--- config.mk ---
export PLATFORM = sky130hd
export DESIGN_NAME = cshk_top
export DESIGN_NICKNAME = d
export VERILOG_FILES = /design/src/cshk_pkg.sv /design/src/cshk_chan.sv /design/src/cshk_top.sv
export SDC_FILE = /design/constraint.sdc
export NUM_CORES = 1
export LEC_CHECK = 0
export BUFFER_PORTS_ARGS = -buffer_cell sky130_fd_sc_hd__buf_2
export CAP_MARGIN = 10
export CORE_AREA = 2 2 146 77
export CTS_BUF_LIST = sky130_fd_sc_hd__clkbuf_8 sky130_fd_sc_hd__clkbuf_16
export CTS_CLUSTER_DIAMETER = 40
export DETAILED_ROUTE_END_ITERATION = 10
export DIE_AREA = 0 0 148 79
export PLACE_DENSITY = 0.74
export SLEW_MARGIN = 15
export SYNTH_ARGS = -nofsm -noshare
export SYNTH_HDL_FRONTEND = slang
export SYNTH_HIERARCHICAL = 1
export SYNTH_SLANG_ARGS = --single-unit
--- constraint.sdc ---
create_clock -name clk -period 1.6 [get_ports clk]
set_input_delay 0.32 -clock clk [delete_from_list [all_inputs] [get_ports clk]]
set_output_delay 0.32 -clock clk [all_outputs]
set_load 0.01 [all_outputs]
--- src/cshk_pkg.sv ---
// Purpose: Constants and types for the CAN housekeeping block
// Assumes: Two channels, set/clear pair control writes
// Notes: Function
package cshk_pkg;
   localparam int CSHK_NCH = 2;
   localparam int CSHK_NEVT = 7;
   localparam int CSHK_TS_W = 16;
   localparam int CSHK_DLC_W = 4;
   localparam int CSHK_RADDR_W = 8;
   localparam int CSHK_RDATA_W = 16;
   localparam logic [CSHK_DLC_W-1:0] CSHK_DLC_ZERO = 4'h0;
   localparam logic [CSHK_TS_W-1:0] CSHK_TS_RST = 16'h0000;
   localparam logic [CSHK_TS_W-1:0] CSHK_TS_STEP = 16'h0001;
   localparam logic [CSHK_NEVT-1:0] CSHK_EVT_RST = 7'h00;
   // Pin select bits: one per shared pin, 1 selects the CAN function
   localparam int CSHK_PIN_TX1 = 0;
   localparam int CSHK_PIN_RX1 = 1;
   localparam int CSHK_PIN_TX2 = 2;
   localparam int CSHK_PIN_RX2 = 3;
   localparam logic [3:0] CSHK_PIN_RST = 4'h0;
   localparam logic CSHK_ADDR_NONE = 1'b0;
   typedef enum logic [2:0] {
      CSHK_CH_RUN = 3'b001,
      CSHK_CH_INIT = 3'b010,
      CSHK_CH_STBY = 3'b100
   } cshk_ch_state_t;
endpackage

--- src/cshk_chan.sv ---
// Purpose: One CAN channel: init/standby mode and pending flags
// Assumes: Bus level already mapped to recessive indication
// Notes: Flags use set-wins-over-clear
`timescale 1ns/1ps
module cshk_chan
   import cshk_pkg::*;
#(
   parameter int NEVT = cshk_pkg::CSHK_NEVT
) (
   // Clock and reset
   input wire logic clk,
   input wire logic srst,
   // Mode control
   input wire logic init_set,
   input wire logic init_clr,
   input wire logic stby_set,
   input wire logic stby_clr,
   input wire logic bus_recessive,
   // Pending flags
   input wire logic [NEVT-1:0] evt,
   input wire logic [NEVT-1:0] pend_clr,
   output logic [NEVT-1:0] pend_r,
   output cshk_pkg::cshk_ch_state_t state_r
);
   import cshk_pkg::*;
   cshk_ch_state_t state_nxt;
   logic [NEVT-1:0] pend_nxt;
   // Set wins: an event in the clear cycle survives
   assign pend_nxt = (pend_r & ~pend_clr) | evt;
   always_comb begin
      state_nxt = state_r;
      case (state_r)
         CSHK_CH_RUN: begin
            // Entry refused while bus shows dominant
            if (init_set && bus_recessive) begin
               state_nxt = CSHK_CH_INIT;
            end else if (stby_set && bus_recessive) begin
               state_nxt = CSHK_CH_STBY;
            end
         end
         CSHK_CH_INIT: begin
            if (init_clr && !init_set) begin
               state_nxt = CSHK_CH_RUN;
            end
         end
         CSHK_CH_STBY: begin
            if (init_set && bus_recessive) begin
               state_nxt = CSHK_CH_INIT;
            end else if (stby_clr) begin
               state_nxt = CSHK_CH_RUN;
            end
         end
         default: state_nxt = CSHK_CH_RUN;
      endcase
   end
   always_ff @(posedge clk) begin
      if (srst) begin
         state_r <= CSHK_CH_INIT;
         pend_r <= CSHK_EVT_RST;
      end else begin
         state_r <= state_nxt;
         pend_r <= pend_nxt;
      end
   end
   a_pend_set_wins: assert property (@(posedge clk) disable iff (srst)
      (|(evt & pend_clr)) |=> (|(pend_r & $past(evt & pend_clr))))
      else $error("pending flag lost under clear");
   a_init_needs_rec: assert property (@(posedge clk) disable iff (srst)
      (state_r == CSHK_CH_RUN && !bus_recessive) |=> state_r == CSHK_CH_RUN)
      else $error("mode entered on dominant bus");
endmodule // cshk_chan

--- src/cshk_top.sv ---
// Purpose: CAN housekeeping: shutdown, flags, wake, stamps, pins
// Assumes: Host bits arrive as set/clear pulse pairs on ports
// Notes: Register reads are modelled by a select and data port
`timescale 1ns/1ps
module cshk_top
   import cshk_pkg::*;
#(
   parameter int NCH = cshk_pkg::CSHK_NCH,
   parameter int NEVT = cshk_pkg::CSHK_NEVT,
   parameter int TS_W = cshk_pkg::CSHK_TS_W
) (
   // Clock and reset
   input wire logic clk,
   input wire logic srst,
   // Channel init and standby set/clear pairs
   input wire logic [NCH-1:0] init_set,
   input wire logic [NCH-1:0] init_clr,
   input wire logic [NCH-1:0] stby_set,
   input wire logic [NCH-1:0] stby_clr,
   input wire logic [NCH-1:0] timestamp_mode,
   input wire logic [NCH-1:0] rx_dominant_polarity,
   // Global status set/clear pairs
   input wire logic run_set,
   input wire logic run_clr,
   input wire logic goe_set,
   input wire logic goe_clr,
   // Stop control and wake
   input wire logic can_stop_control,
   input wire logic clocks_stopped,
   // Pin function select, one bit per shared pin
   input wire logic [3:0] pin_function_select_reg,
   input wire logic ch1_rx_pin,
   input wire logic ch2_rx_pin,
   input wire logic [NCH-1:0] core_tx,
   // Channel events and pending clears
   input wire logic [NEVT-1:0] ch1_evt,
   input wire logic [NEVT-1:0] ch2_evt,
   input wire logic [NEVT-1:0] ch1_pend_clr,
   input wire logic [NEVT-1:0] ch2_pend_clr,
   input wire logic [NCH-1:0] chan_access,
   // Receive store
   input wire logic [NCH-1:0] rx_eof,
   input wire logic [NCH-1:0] rx_remote,
   input wire logic [NCH-1:0] rx_ext_id,
   input wire logic [cshk_pkg::CSHK_DLC_W-1:0] rx_dlc,
   // Register read port
   input wire logic rd_en,
   input wire logic [cshk_pkg::CSHK_RADDR_W-1:0] rd_addr,
   input wire logic [cshk_pkg::CSHK_RDATA_W-1:0] rd_live,
   // Outputs
   output logic timestamp_run,
   output logic global_operation_enable,
   output logic [NCH-1:0] chan_in_init,
   output logic [NCH-1:0] chan_in_stby,
   output logic [NEVT-1:0] ch1_pending,
   output logic [NEVT-1:0] ch2_pending,
   output logic global_irq_r,
   output logic wakeup_r,
   output logic ch1_tx_pin,
   output logic ch2_tx_pin,
   output logic [cshk_pkg::CSHK_DLC_W-1:0] stored_dlc_r,
   output logic [TS_W-1:0] stamp_r,
   output logic stamp_valid_r,
   output logic [cshk_pkg::CSHK_RDATA_W-1:0] rd_data_r
);
   import cshk_pkg::*;
   logic run_r;
   logic goe_r;
   logic [TS_W-1:0] ts_cnt_r;
   logic [NCH-1:0] rx_prev_r;
   cshk_ch_state_t st [NCH];
   logic [NEVT-1:0] pend [NCH];
   logic [NCH-1:0] rx_int;
   logic [NCH-1:0] rx_recessive;
   logic [NCH-1:0] tx_int;
   logic [NCH-1:0] chan_init_w;
   logic [NCH-1:0] chan_stby_w;
   logic bus_edge;
   logic any_eof;
   logic ch_sel;
   logic stamp_ok;
   logic last_rd_v_r;
   logic [CSHK_RADDR_W-1:0] last_rd_addr_r;
   logic run_nxt;
   logic goe_nxt;

   // Set/clear pairs: only written positions change, set wins
   assign run_nxt = run_set | (run_r & ~run_clr);
   // No interlock between the bits: restart order is left to the host
   assign goe_nxt = goe_set | (goe_r & ~goe_clr);

   // Port mode forces internal signal low
   assign rx_int[0] = pin_function_select_reg[CSHK_PIN_RX1] & ch1_rx_pin;
   assign rx_int[1] = pin_function_select_reg[CSHK_PIN_RX2] & ch2_rx_pin;
   assign tx_int[0] = pin_function_select_reg[CSHK_PIN_TX1] & core_tx[0];
   assign tx_int[1] = pin_function_select_reg[CSHK_PIN_TX2] & core_tx[1];
   // Low dominant means forced-low input reads dominant
   assign rx_recessive = rx_int ^ rx_dominant_polarity;

   genvar g;
   generate
      for (g = 0; g < NCH; g++) begin : g_ch
         cshk_chan #(.NEVT(NEVT)) u_ch (
            .clk(clk),
            .srst(srst),
            .init_set(init_set[g]),
            .init_clr(init_clr[g]),
            .stby_set(stby_set[g]),
            .stby_clr(stby_clr[g]),
            .bus_recessive(rx_recessive[g]),
            .evt(g == 0 ? ch1_evt : ch2_evt),
            .pend_clr(g == 0 ? ch1_pend_clr : ch2_pend_clr),
            .pend_r(pend[g]),
            .state_r(st[g])
         );
         assign chan_init_w[g] = (st[g] == CSHK_CH_INIT);
         assign chan_stby_w[g] = (st[g] == CSHK_CH_STBY);
      end
   endgenerate

   // Wake on any bus level change while clocks are held and stop control is set
   assign bus_edge = |(rx_int ^ rx_prev_r);
   assign any_eof = |rx_eof;
   assign ch_sel = rx_eof[1] & ~rx_eof[0];
   // Stamp only meaningful with counter running and mode set
   assign stamp_ok = run_r & timestamp_mode[ch_sel];

   always_ff @(posedge clk) begin
      if (srst) begin
         run_r <= 1'b0;
         goe_r <= 1'b0;
         ts_cnt_r <= CSHK_TS_RST;
         // Pins reset to port mode, so internal rx idles low: no false edge
         rx_prev_r <= '0;
      end else begin
         run_r <= run_nxt;
         goe_r <= goe_nxt;
         rx_prev_r <= rx_int;
         if (run_r) begin
            ts_cnt_r <= ts_cnt_r + CSHK_TS_STEP;
         end
      end
   end

   always_ff @(posedge clk) begin
      if (srst) begin
         timestamp_run <= 1'b0;
         global_operation_enable <= 1'b0;
         chan_in_init <= '0;
         chan_in_stby <= '0;
         ch1_pending <= CSHK_EVT_RST;
         ch2_pending <= CSHK_EVT_RST;
         ch1_tx_pin <= 1'b0;
         ch2_tx_pin <= 1'b0;
         global_irq_r <= 1'b0;
         wakeup_r <= 1'b0;
      end else begin
         timestamp_run <= run_nxt;
         global_operation_enable <= goe_nxt;
         chan_in_init <= chan_init_w;
         chan_in_stby <= chan_stby_w;
         ch1_pending <= pend[0];
         ch2_pending <= pend[1];
         ch1_tx_pin <= tx_int[0];
         ch2_tx_pin <= tx_int[1];
         global_irq_r <= (|chan_access) & ~goe_r;
         wakeup_r <= clocks_stopped & can_stop_control & bus_edge;
      end
   end

   // Capture at end of frame only; start of frame has no input
   always_ff @(posedge clk) begin
      if (srst) begin
         stamp_r <= CSHK_TS_RST;
         stamp_valid_r <= 1'b0;
         stored_dlc_r <= CSHK_DLC_ZERO;
      end else if (any_eof) begin
         stamp_r <= ts_cnt_r;
         stamp_valid_r <= stamp_ok;
         stored_dlc_r <= (rx_remote[ch_sel] & rx_ext_id[ch_sel]) ? CSHK_DLC_ZERO : rx_dlc;
      end
   end

   // Repeat read of one address returns the held value
   always_ff @(posedge clk) begin
      if (srst) begin
         last_rd_v_r <= CSHK_ADDR_NONE;
         last_rd_addr_r <= '0;
         rd_data_r <= '0;
      end else if (rd_en) begin
         last_rd_v_r <= 1'b1;
         last_rd_addr_r <= rd_addr;
         if (!(last_rd_v_r && last_rd_addr_r == rd_addr)) begin
            rd_data_r <= rd_live;
         end
      end
   end

   a_run_clear_stops: assert property (@(posedge clk) disable iff (srst)
      (run_clr && !run_set) |=> !timestamp_run)
      else $error("run bit survived clear");
   a_goe_keeps: assert property (@(posedge clk) disable iff (srst)
      (!goe_set && !goe_clr) |=> global_operation_enable == $past(goe_r))
      else $error("enable changed without write");
   a_goe_clear: assert property (@(posedge clk) disable iff (srst)
      (goe_clr && !goe_set) |=> !global_operation_enable)
      else $error("enable survived clear");
   a_port_tx_low: assert property (@(posedge clk) disable iff (srst)
      !pin_function_select_reg[CSHK_PIN_TX1] |=> !ch1_tx_pin)
      else $error("tx not low in port mode");
   a_remote_dlc_zero: assert property (@(posedge clk) disable iff (srst)
      (rx_eof[0] && rx_remote[0] && rx_ext_id[0]) |=> stored_dlc_r == CSHK_DLC_ZERO)
      else $error("remote dlc not zero");
   a_stamp_invalid: assert property (@(posedge clk) disable iff (srst)
      (any_eof && !run_r) |=> !stamp_valid_r)
      else $error("stamp marked valid while stopped");
   a_wake_on_edge: assert property (@(posedge clk) disable iff (srst)
      (clocks_stopped && can_stop_control && bus_edge) |=> wakeup_r)
      else $error("no wake on bus change");
   a_access_irq: assert property (@(posedge clk) disable iff (srst)
      (chan_access[0] && !goe_r) |=> global_irq_r)
      else $error("no irq on disabled access");
   a_stale_read: assert property (@(posedge clk) disable iff (srst)
      (rd_en && last_rd_v_r && rd_addr == last_rd_addr_r) |=> $stable(rd_data_r))
      else $error("repeat read updated");
   a_port_no_init: assert property (@(posedge clk) disable iff (srst)
      (!pin_function_select_reg[CSHK_PIN_RX1] && !rx_dominant_polarity[0]
       && st[0] == CSHK_CH_RUN) |=> st[0] == CSHK_CH_RUN)
      else $error("init entered in port mode");
endmodule // cshk_top

==> flow_summary.ini, run 1 <==
[worst_setup_path]
critPathKind = reg -> reg
r2r-end = ts_cnt_r[10]$_SDFFE_PP0P_
path_cells = ha_1, inv_1, or4_1, xor2_1, nor2_1
critPathMaxFanout = 5
cp.required_ns = 1.84
critical_path.max_stage_delay_ns = 0.53
r2r-start = ts_cnt_r[0]$_SDFFE_PP0P_
cp_slowest_cell = or4_1
reg2regPathDepth = 5
path_buf_inv = 1
cp-end-kind = flop
cp-endpoint = ts_cnt_r[10]$_SDFFE_PP0P_
crit_start = ts_cnt_r[0]$_SDFFE_PP0P_
cpLargestDelayFamily = simple AND/OR/NAND/NOR gates
cp.arrival_ns = 1.78
path_depth = 5
cp-start-kind = flop
reg2reg_slack_ns = 0.07

[drt]
firstDrtPassIters = 5
wl_um = 11600
drtAntennaViolNets = 0
wire_per_inst_um = 13.5
drc = 0
routed_via_density = 5.10
vias = 4375
drt-initial-drc-count = 215

[placement]
postPlaceCellArea_mm2 = 0.00563
place.gp.congestion = 0.790
hpwl_um = 8530
port_buffers = 153

[yosys]
async_flop_share = 0
synth_edf_count = 0
synth_ff_type = dfxtp_1
ys_seq_elements = 108
yosysSeqAreaShare = 0.471
yosys-top-cells-area = dfxtp_1 (47%), a21oi_1 (6.0%), nor2_1 (5.9%)
synth_top_area_cell = dfxtp_1
yosys_warnings = 6
avgSynthCellArea_um2 = 8.30
synth.distinct_cells = 40
syn_inst = 553
syn_area_mm2 = 0.00459
netlist.area_leader.share = 0.471
netlist_top_cells_count = dfxtp_1 (108), nor2_1 (72), nand2_1 (64), a21oi_1 (55), nor2b_1 (32)
synth.most_common_cell = dfxtp_1
syn-num-nets = 647

[floorplan]
die_w_um = 148
chipHeight_um = 79
core-area_mm2 = 0.0105
io_pins = 154
die_area_mm2 = 0.0117
rows = 27
start_util = 0.435

[cells_and_area]
stdcell_area_mm2 = 0.00595
area_delta_synth_final_pct = 29.7
n_antenna_cell = 0
nets = 802
drive_gt1_frac = 0.292

[global_route]
track_usage = 0.200
grt_max_degree = 47
grt_use_met2 = 0.328
grt_antenna_before_repair = 0
gr-max-usage-layer = met2
use_met3 = 0.0557
grt_pass1_vias = 4078
gr-total-overflow = 0
grt_pass1_wl_um = 19000
use_met1 = 0.259

[cts]
holdBufCountCts = 0
cts_tree = built
cts_root_buf = clkbuf_16
clkSinkCount = 108
clock_path_buffers = 2
clk-insertion-delay-late_ns = 0.36
clkTransAtPathRegs_ns = 0.08
htreeDepth = 3
numCtsBuffers = 9

[power]
p_leak_nw = 2.73
pwr_density_cell_mw_per_mm2 = 991
vdd_drop_max_v = 0.000554

[sta]
tightestPinTransition_ns = 0.486
finalCriticalPeriod_ns = 1.53
maxSlewHeadroom = 0.675
setup_viol = 0
max_freq_mhz = 652
final_hold_viol_count = 0
fin_crit_sh = 0.958
clock-skew-final_ns = 0.00647
slew_viol_final = 0
fin_tns_setup_ns = 0
hold_ws_ns = 0.164
rsz0062_at_grt = true

[worst_hold_path]
hold_class = in -> reg

[flow_run]
cap_violations = 0

[status]
status = complete, no violations
worst register-to-register path: stages (launching register included):
cell and delay (ns):
dfxtp_1 0.43, ha_1 0.20, inv_1 0.07, or4_1 0.53
xor2_1 0.14, nor2_1 0.05
cells in the final DEF, fill, tap and decap left out, types with 11 or more instances in the layout:
cell,Yosys,layout
a21oi_1,55,55
buf_2,6,152
buf_4,0,23
dfxtp_1,108,108
inv_1,18,18
nand2_1,64,63
nand3_1,23,23
nand4_1,20,20
nor2_1,72,72
nor2b_1,32,32
nor3b_1,18,18
o21ai_0,22,22
xnor2_1,11,11
xor2_1,11,11
through the flow:
step / total power, W / util / cells / setup slack (ns)
after floorplan: 0.00343 / - / 553 / 0.00410
after CTS: 0.00597 / 0.562 / 856 / 0.0204
after global routing: 0.00616 / 0.565 / 858 / -0.0109
after global placement: 0.00374 / 0.534 / 840 / 0.0941
final: 0.00590 / 0.565 / 858 / 0.0674
after detailed placement: 0.00378 / 0.534 / 840 / 0.00899
kinds of logic after synthesis:
group | count (synthesis) | synth area share
AOI/OAI and AO/OA | 95 | 0.115
xor gates and xnor gates | 22 | 0.0420
adders and majority gates | 1 | 0.00273
buffers and inverters | 53 | 0.0450
DFF | 108 | 0.471
muxes | 11 | 0.0254
and+or+nand+nor | 263 | 0.299
worst min path at each step:
stage,from,to,cells after the start
global placement,stamp_r[8]$_SDFFE_PP0P_,stamp_r[8]$_SDFFE_PP0P_,2
floorplan,core_tx[0],ch1_tx_pin$_SDFF_PP0_,2
finish,ch1_evt[1],g_ch[0].u_ch/pend_r[1]$_SDFF_PP0_,3
detailed placement,stamp_r[10]$_SDFFE_PP0P_,stamp_r[10]$_SDFFE_PP0P_,2
global route,goe_set,global_operation_enable$_SDFF_PP0_,3
CTS,ch2_evt[4],g_ch[1].u_ch/pend_r[4]$_SDFF_PP0_,3
repair_timing:
item                       in CTS  in global routing
setup buffers                   0                  2
resized for setup               0                  2
setup endpoints to repair       0                  4
metal layers:
| metal | up-vias | wire [um] |
|---|---|---|
| met4 | 0 | 149 |
| met1 | 2026 | 5370 |
| li1 | 2183 | - |
| met2 | 150 | 5280 |
| met3 | 16 | 755 |
| met5 | - | 0 |
sequential cells by signal, indices dropped and copies added, names as in the netlist:
register                 flops
rd_data_r                   16
stamp_r                     16
ts_cnt_r                    16
g_ch.u_ch/pend_r            14
last_rd_addr_r               8
ch1_pending                  7
ch2_pending                  7
g_ch.u_ch/state_r            6
stored_dlc_r                 4
chan_in_init                 2
chan_in_stby                 2
rx_prev_r                    2
ch1_tx_pin                   1
ch2_tx_pin                   1
global_irq_r                 1
global_operation_enable      1
last_rd_v_r                  1
stamp_valid_r                1
timestamp_run                1
wakeup_r                     1
area by class of cell:
| cell class | instances | area (um^2) |
|---|---|---|
| repair buffers | 179 | 1010 |
| clock inverters | 7 | 72.6 |
| fillers | 963 | 4590 |
| clock buffers | 9 | 225 |
| multi-input cells | 392 | 2230 |
| inverters | 18 | 67.6 |
| flip-flops and latches | 108 | 2160 |
| well taps | 145 | 181 |
power by group:
part / total (W) / switching [W] / internal [W]
clock: 0.00219 / 0.00109 / 0.00110
combinational: 0.000785 / 0.000420 / 0.000365
sequential: 0.00293 / 0.000102 / 0.00283
(Power assumes the default switching activity.)
==> run 2: changes to the inputs <==
--- a/config.mk
+++ b/config.mk
@@ -7,12 +7,13 @@
 export LEC_CHECK = 0
 export BUFFER_PORTS_ARGS = -buffer_cell sky130_fd_sc_hd__buf_2
 export CAP_MARGIN = 10
-export CORE_AREA = 2 2 146 77
+export CORE_AREA = 2 2 100 111
 export CTS_BUF_LIST = sky130_fd_sc_hd__clkbuf_8 sky130_fd_sc_hd__clkbuf_16
 export CTS_CLUSTER_DIAMETER = 40
 export DETAILED_ROUTE_END_ITERATION = 10
-export DIE_AREA = 0 0 148 79
+export DIE_AREA = 0 0 102 113
 export PLACE_DENSITY = 0.74
+export REMOVE_ABC_BUFFERS = 1
 export SLEW_MARGIN = 15
 export SYNTH_ARGS = -nofsm -noshare
 export SYNTH_HDL_FRONTEND = slang
==> run 2 against run 1 <==
Die area is 1.4% lower. Final cell count stayed put. Highest routed layer unchanged. Flip-flop and latch count stayed put. Largest power group unchanged. First-iteration DRC count is 12% higher. Critical path type unchanged. Worst hold slack better by 0.020 ns. Clock-buffer cell count stayed put.
==> flow_summary.ini, run 2 (synthesis gave the netlist of run 1 again) <==
[status]
status = complete, no violations

[placement]
hpwl_um = 7710
place.gp.congestion = 0.895
place_ws_ns = -0.0256
port_buffers = 153
post-place-cells = 842

[cells_and_area]
n_antenna_cell = 0
area_delta_synth_final_pct = 30.1
fill_cells = 961
reg_top3 = rd_data_r: 16 flops, stamp_r: 16 flops, ts_cnt_r: 16 flops
nets = 804
fin_util = 0.577
final_common_cell = buf_2
final_cell_mix = buf_2 (152), dfxtp_1 (107), nor2_1 (72), nand2_1 (64), a21oi_1 (55)
ff_latch_area_mm2 = 0.00216
stdcell_count = 858
drive_gt1_frac = 0.294
multi_input_area_mm2 = 0.00222

[drt]
vias = 4277
wl_um = 10700
wire_per_inst_um = 12.4
drt-initial-drc-count = 241
drc = 0
firstDrtPassIters = 4
drtAntennaViolNets = 0
routed_via_density = 4.98

[worst_setup_path]
r2r-start = ts_cnt_r[8]$_SDFFE_PP0P_
critical_path.max_stage_delay_ns = 0.38
reg2regPathDepth = 4
path_buf_inv = 0
cp.required_ns = 1.83
reg2reg_slack_ns = 0.09
critPathKind = reg -> reg
r2r-end = ts_cnt_r[15]$_SDFFE_PP0P_
cp-end-kind = flop
path_cells = nand4_1, nor4_4, nand3_1, mux2_1
cp.arrival_ns = 1.74
critPathMaxFanout = 4
cp-start-kind = flop
cpLargestDelayFamily = simple AND/OR/NAND/NOR gates
cp_slowest_cell = nor4_4

[cts]
numCtsBuffers = 9
holdBufCountCts = 0
cts_setup_buffers = 0
clock_path_buffers = 2
clk-insertion-delay-late_ns = 0.34
htreeDepth = 3
cts_root_buf = clkbuf_16
cts_tree = built
clkSinkCount = 108
cts_resized = 0
clkTransAtPathRegs_ns = 0.07

[sta]
setup_viol = 0
worst_slack_ns = 0.0933
max_freq_mhz = 664
maxSlewHeadroom = 0.660
rsz0062_at_grt = false
slew_viol_final = 0
finalCriticalPeriod_ns = 1.51
tightestPinTransition_ns = 0.510
clock-skew-final_ns = 0.00688
final_hold_viol_count = 0
fin_crit_sh = 0.942

[worst_hold_path]
hold_class = in -> reg
whs_path_depth = 3
min-delay-start = ch1_evt[3]
hold-path-endpoint = g_ch[0].u_ch/pend_r[3]$_SDFF_PP0_

[global_route]
grt_pass1_vias = 4056
grt_antenna_before_repair = 0
grt_pass1_wl_um = 17400
gr-total-overflow = 0
track_usage = 0.183
grt_max_degree = 48

[floorplan]
io_pins = 154
start_util = 0.444
core-area_mm2 = 0.0103
chipHeight_um = 113
rows = 39
die_area_mm2 = 0.0115
die_w_um = 102

[power]
comb_power_share = 0.133
p_leak_nw = 2.72
vdd_drop_max_v = 0.000480
intPower_w = 0.00443
power.share.switching = 0.255
clkPwrFrac = 0.374
p_switching_w = 0.00152
power_frac_seq = 0.493
pwr_density_cell_mw_per_mm2 = 995

[flow_run]
cap_violations = 0
[run 2: cell type report]
class	count	share of cell area
multi-input combinational	392	0.372
sequential	108	0.362
timing repair buffer	181	0.174
clock buffer	9	0.0377
tap	143	0.0300
clock inverter	7	0.0126
inverter	18	0.0113
[run 2: worst max path at each step]
| stage | start | end | slack [ns] | depth (start not counted) |
|---|---|---|---|---|
| after floorplan | timestamp_run$_SDFF_PP0_ | ts_cnt_r[13]$_SDFFE_PP0P_ | -0.03 | 4 |
| after global placement | pin_function_select_reg[1] | g_ch[0].u_ch/state_r[0]$_SDFFE_PP0P_ | 0.08 | 7 |
| after detailed placement | pin_function_select_reg[1] | g_ch[0].u_ch/state_r[0]$_SDFFE_PP0P_ | -0.03 | 7 |
| after CTS | ts_cnt_r[8]$_SDFFE_PP0P_ | ts_cnt_r[15]$_SDFFE_PP0P_ | 0.09 | 4 |
| after global routing | ts_cnt_r[8]$_SDFFE_PP0P_ | ts_cnt_r[13]$_SDFFE_PP0P_ | 0.01 | 4 |
| final | ts_cnt_r[8]$_SDFFE_PP0P_ | ts_cnt_r[15]$_SDFFE_PP0P_ | 0.09 | 4 |
[run 2: worst register-to-register path, cell delays in order (launching register included)]
cell     delay (ns)
dfxtp_1        0.34
nand4_1        0.22
nor4_4         0.38
nand3_1        0.14
mux2_1         0.32
[run 2: power by group through the flow]
| stage | Combinational, W | Sequential [W] | Clock (W) |
|---|---|---|---|
| after floorplan | 0.000343 | 0.00301 | 0 |
| after global placement | 0.000772 | 0.00298 | 0 |
| after detailed placement | 0.000796 | 0.00299 | 0 |
| after CTS | 0.000800 | 0.00293 | 0.00228 |
| after global routing | 0.000884 | 0.00294 | 0.00237 |
| final | 0.000793 | 0.00293 | 0.00222 |
[run 2: metal layers]
layer / routed length (um) / vias up / global-route usage
met2: 5160 / 124 / 0.327
met3: 761 / 10 / 0.0414
li1: - / 2181 / -
met5: 0 / - / 0
met4: 93 / 0 / 0.0569
met1: 4660 / 1962 / 0.216
[run 2: metrics by stage]
step | area [um^2] | hold slack, ns | TNS, ns | power, W
3_3_place_gp | 5670 | 0.433 | 0 | 0.00375
5_1_grt | 5970 | 0.185 | 0 | 0.00620
6_report | 5970 | 0.184 | 0 | 0.00594
2_1_floorplan | 4450 | 0.389 | -0.0491 | 0.00336
4_1_cts | 5970 | 0.175 | 0 | 0.00601
3_5_place_dp | 5670 | 0.439 | -0.0256 | 0.00379
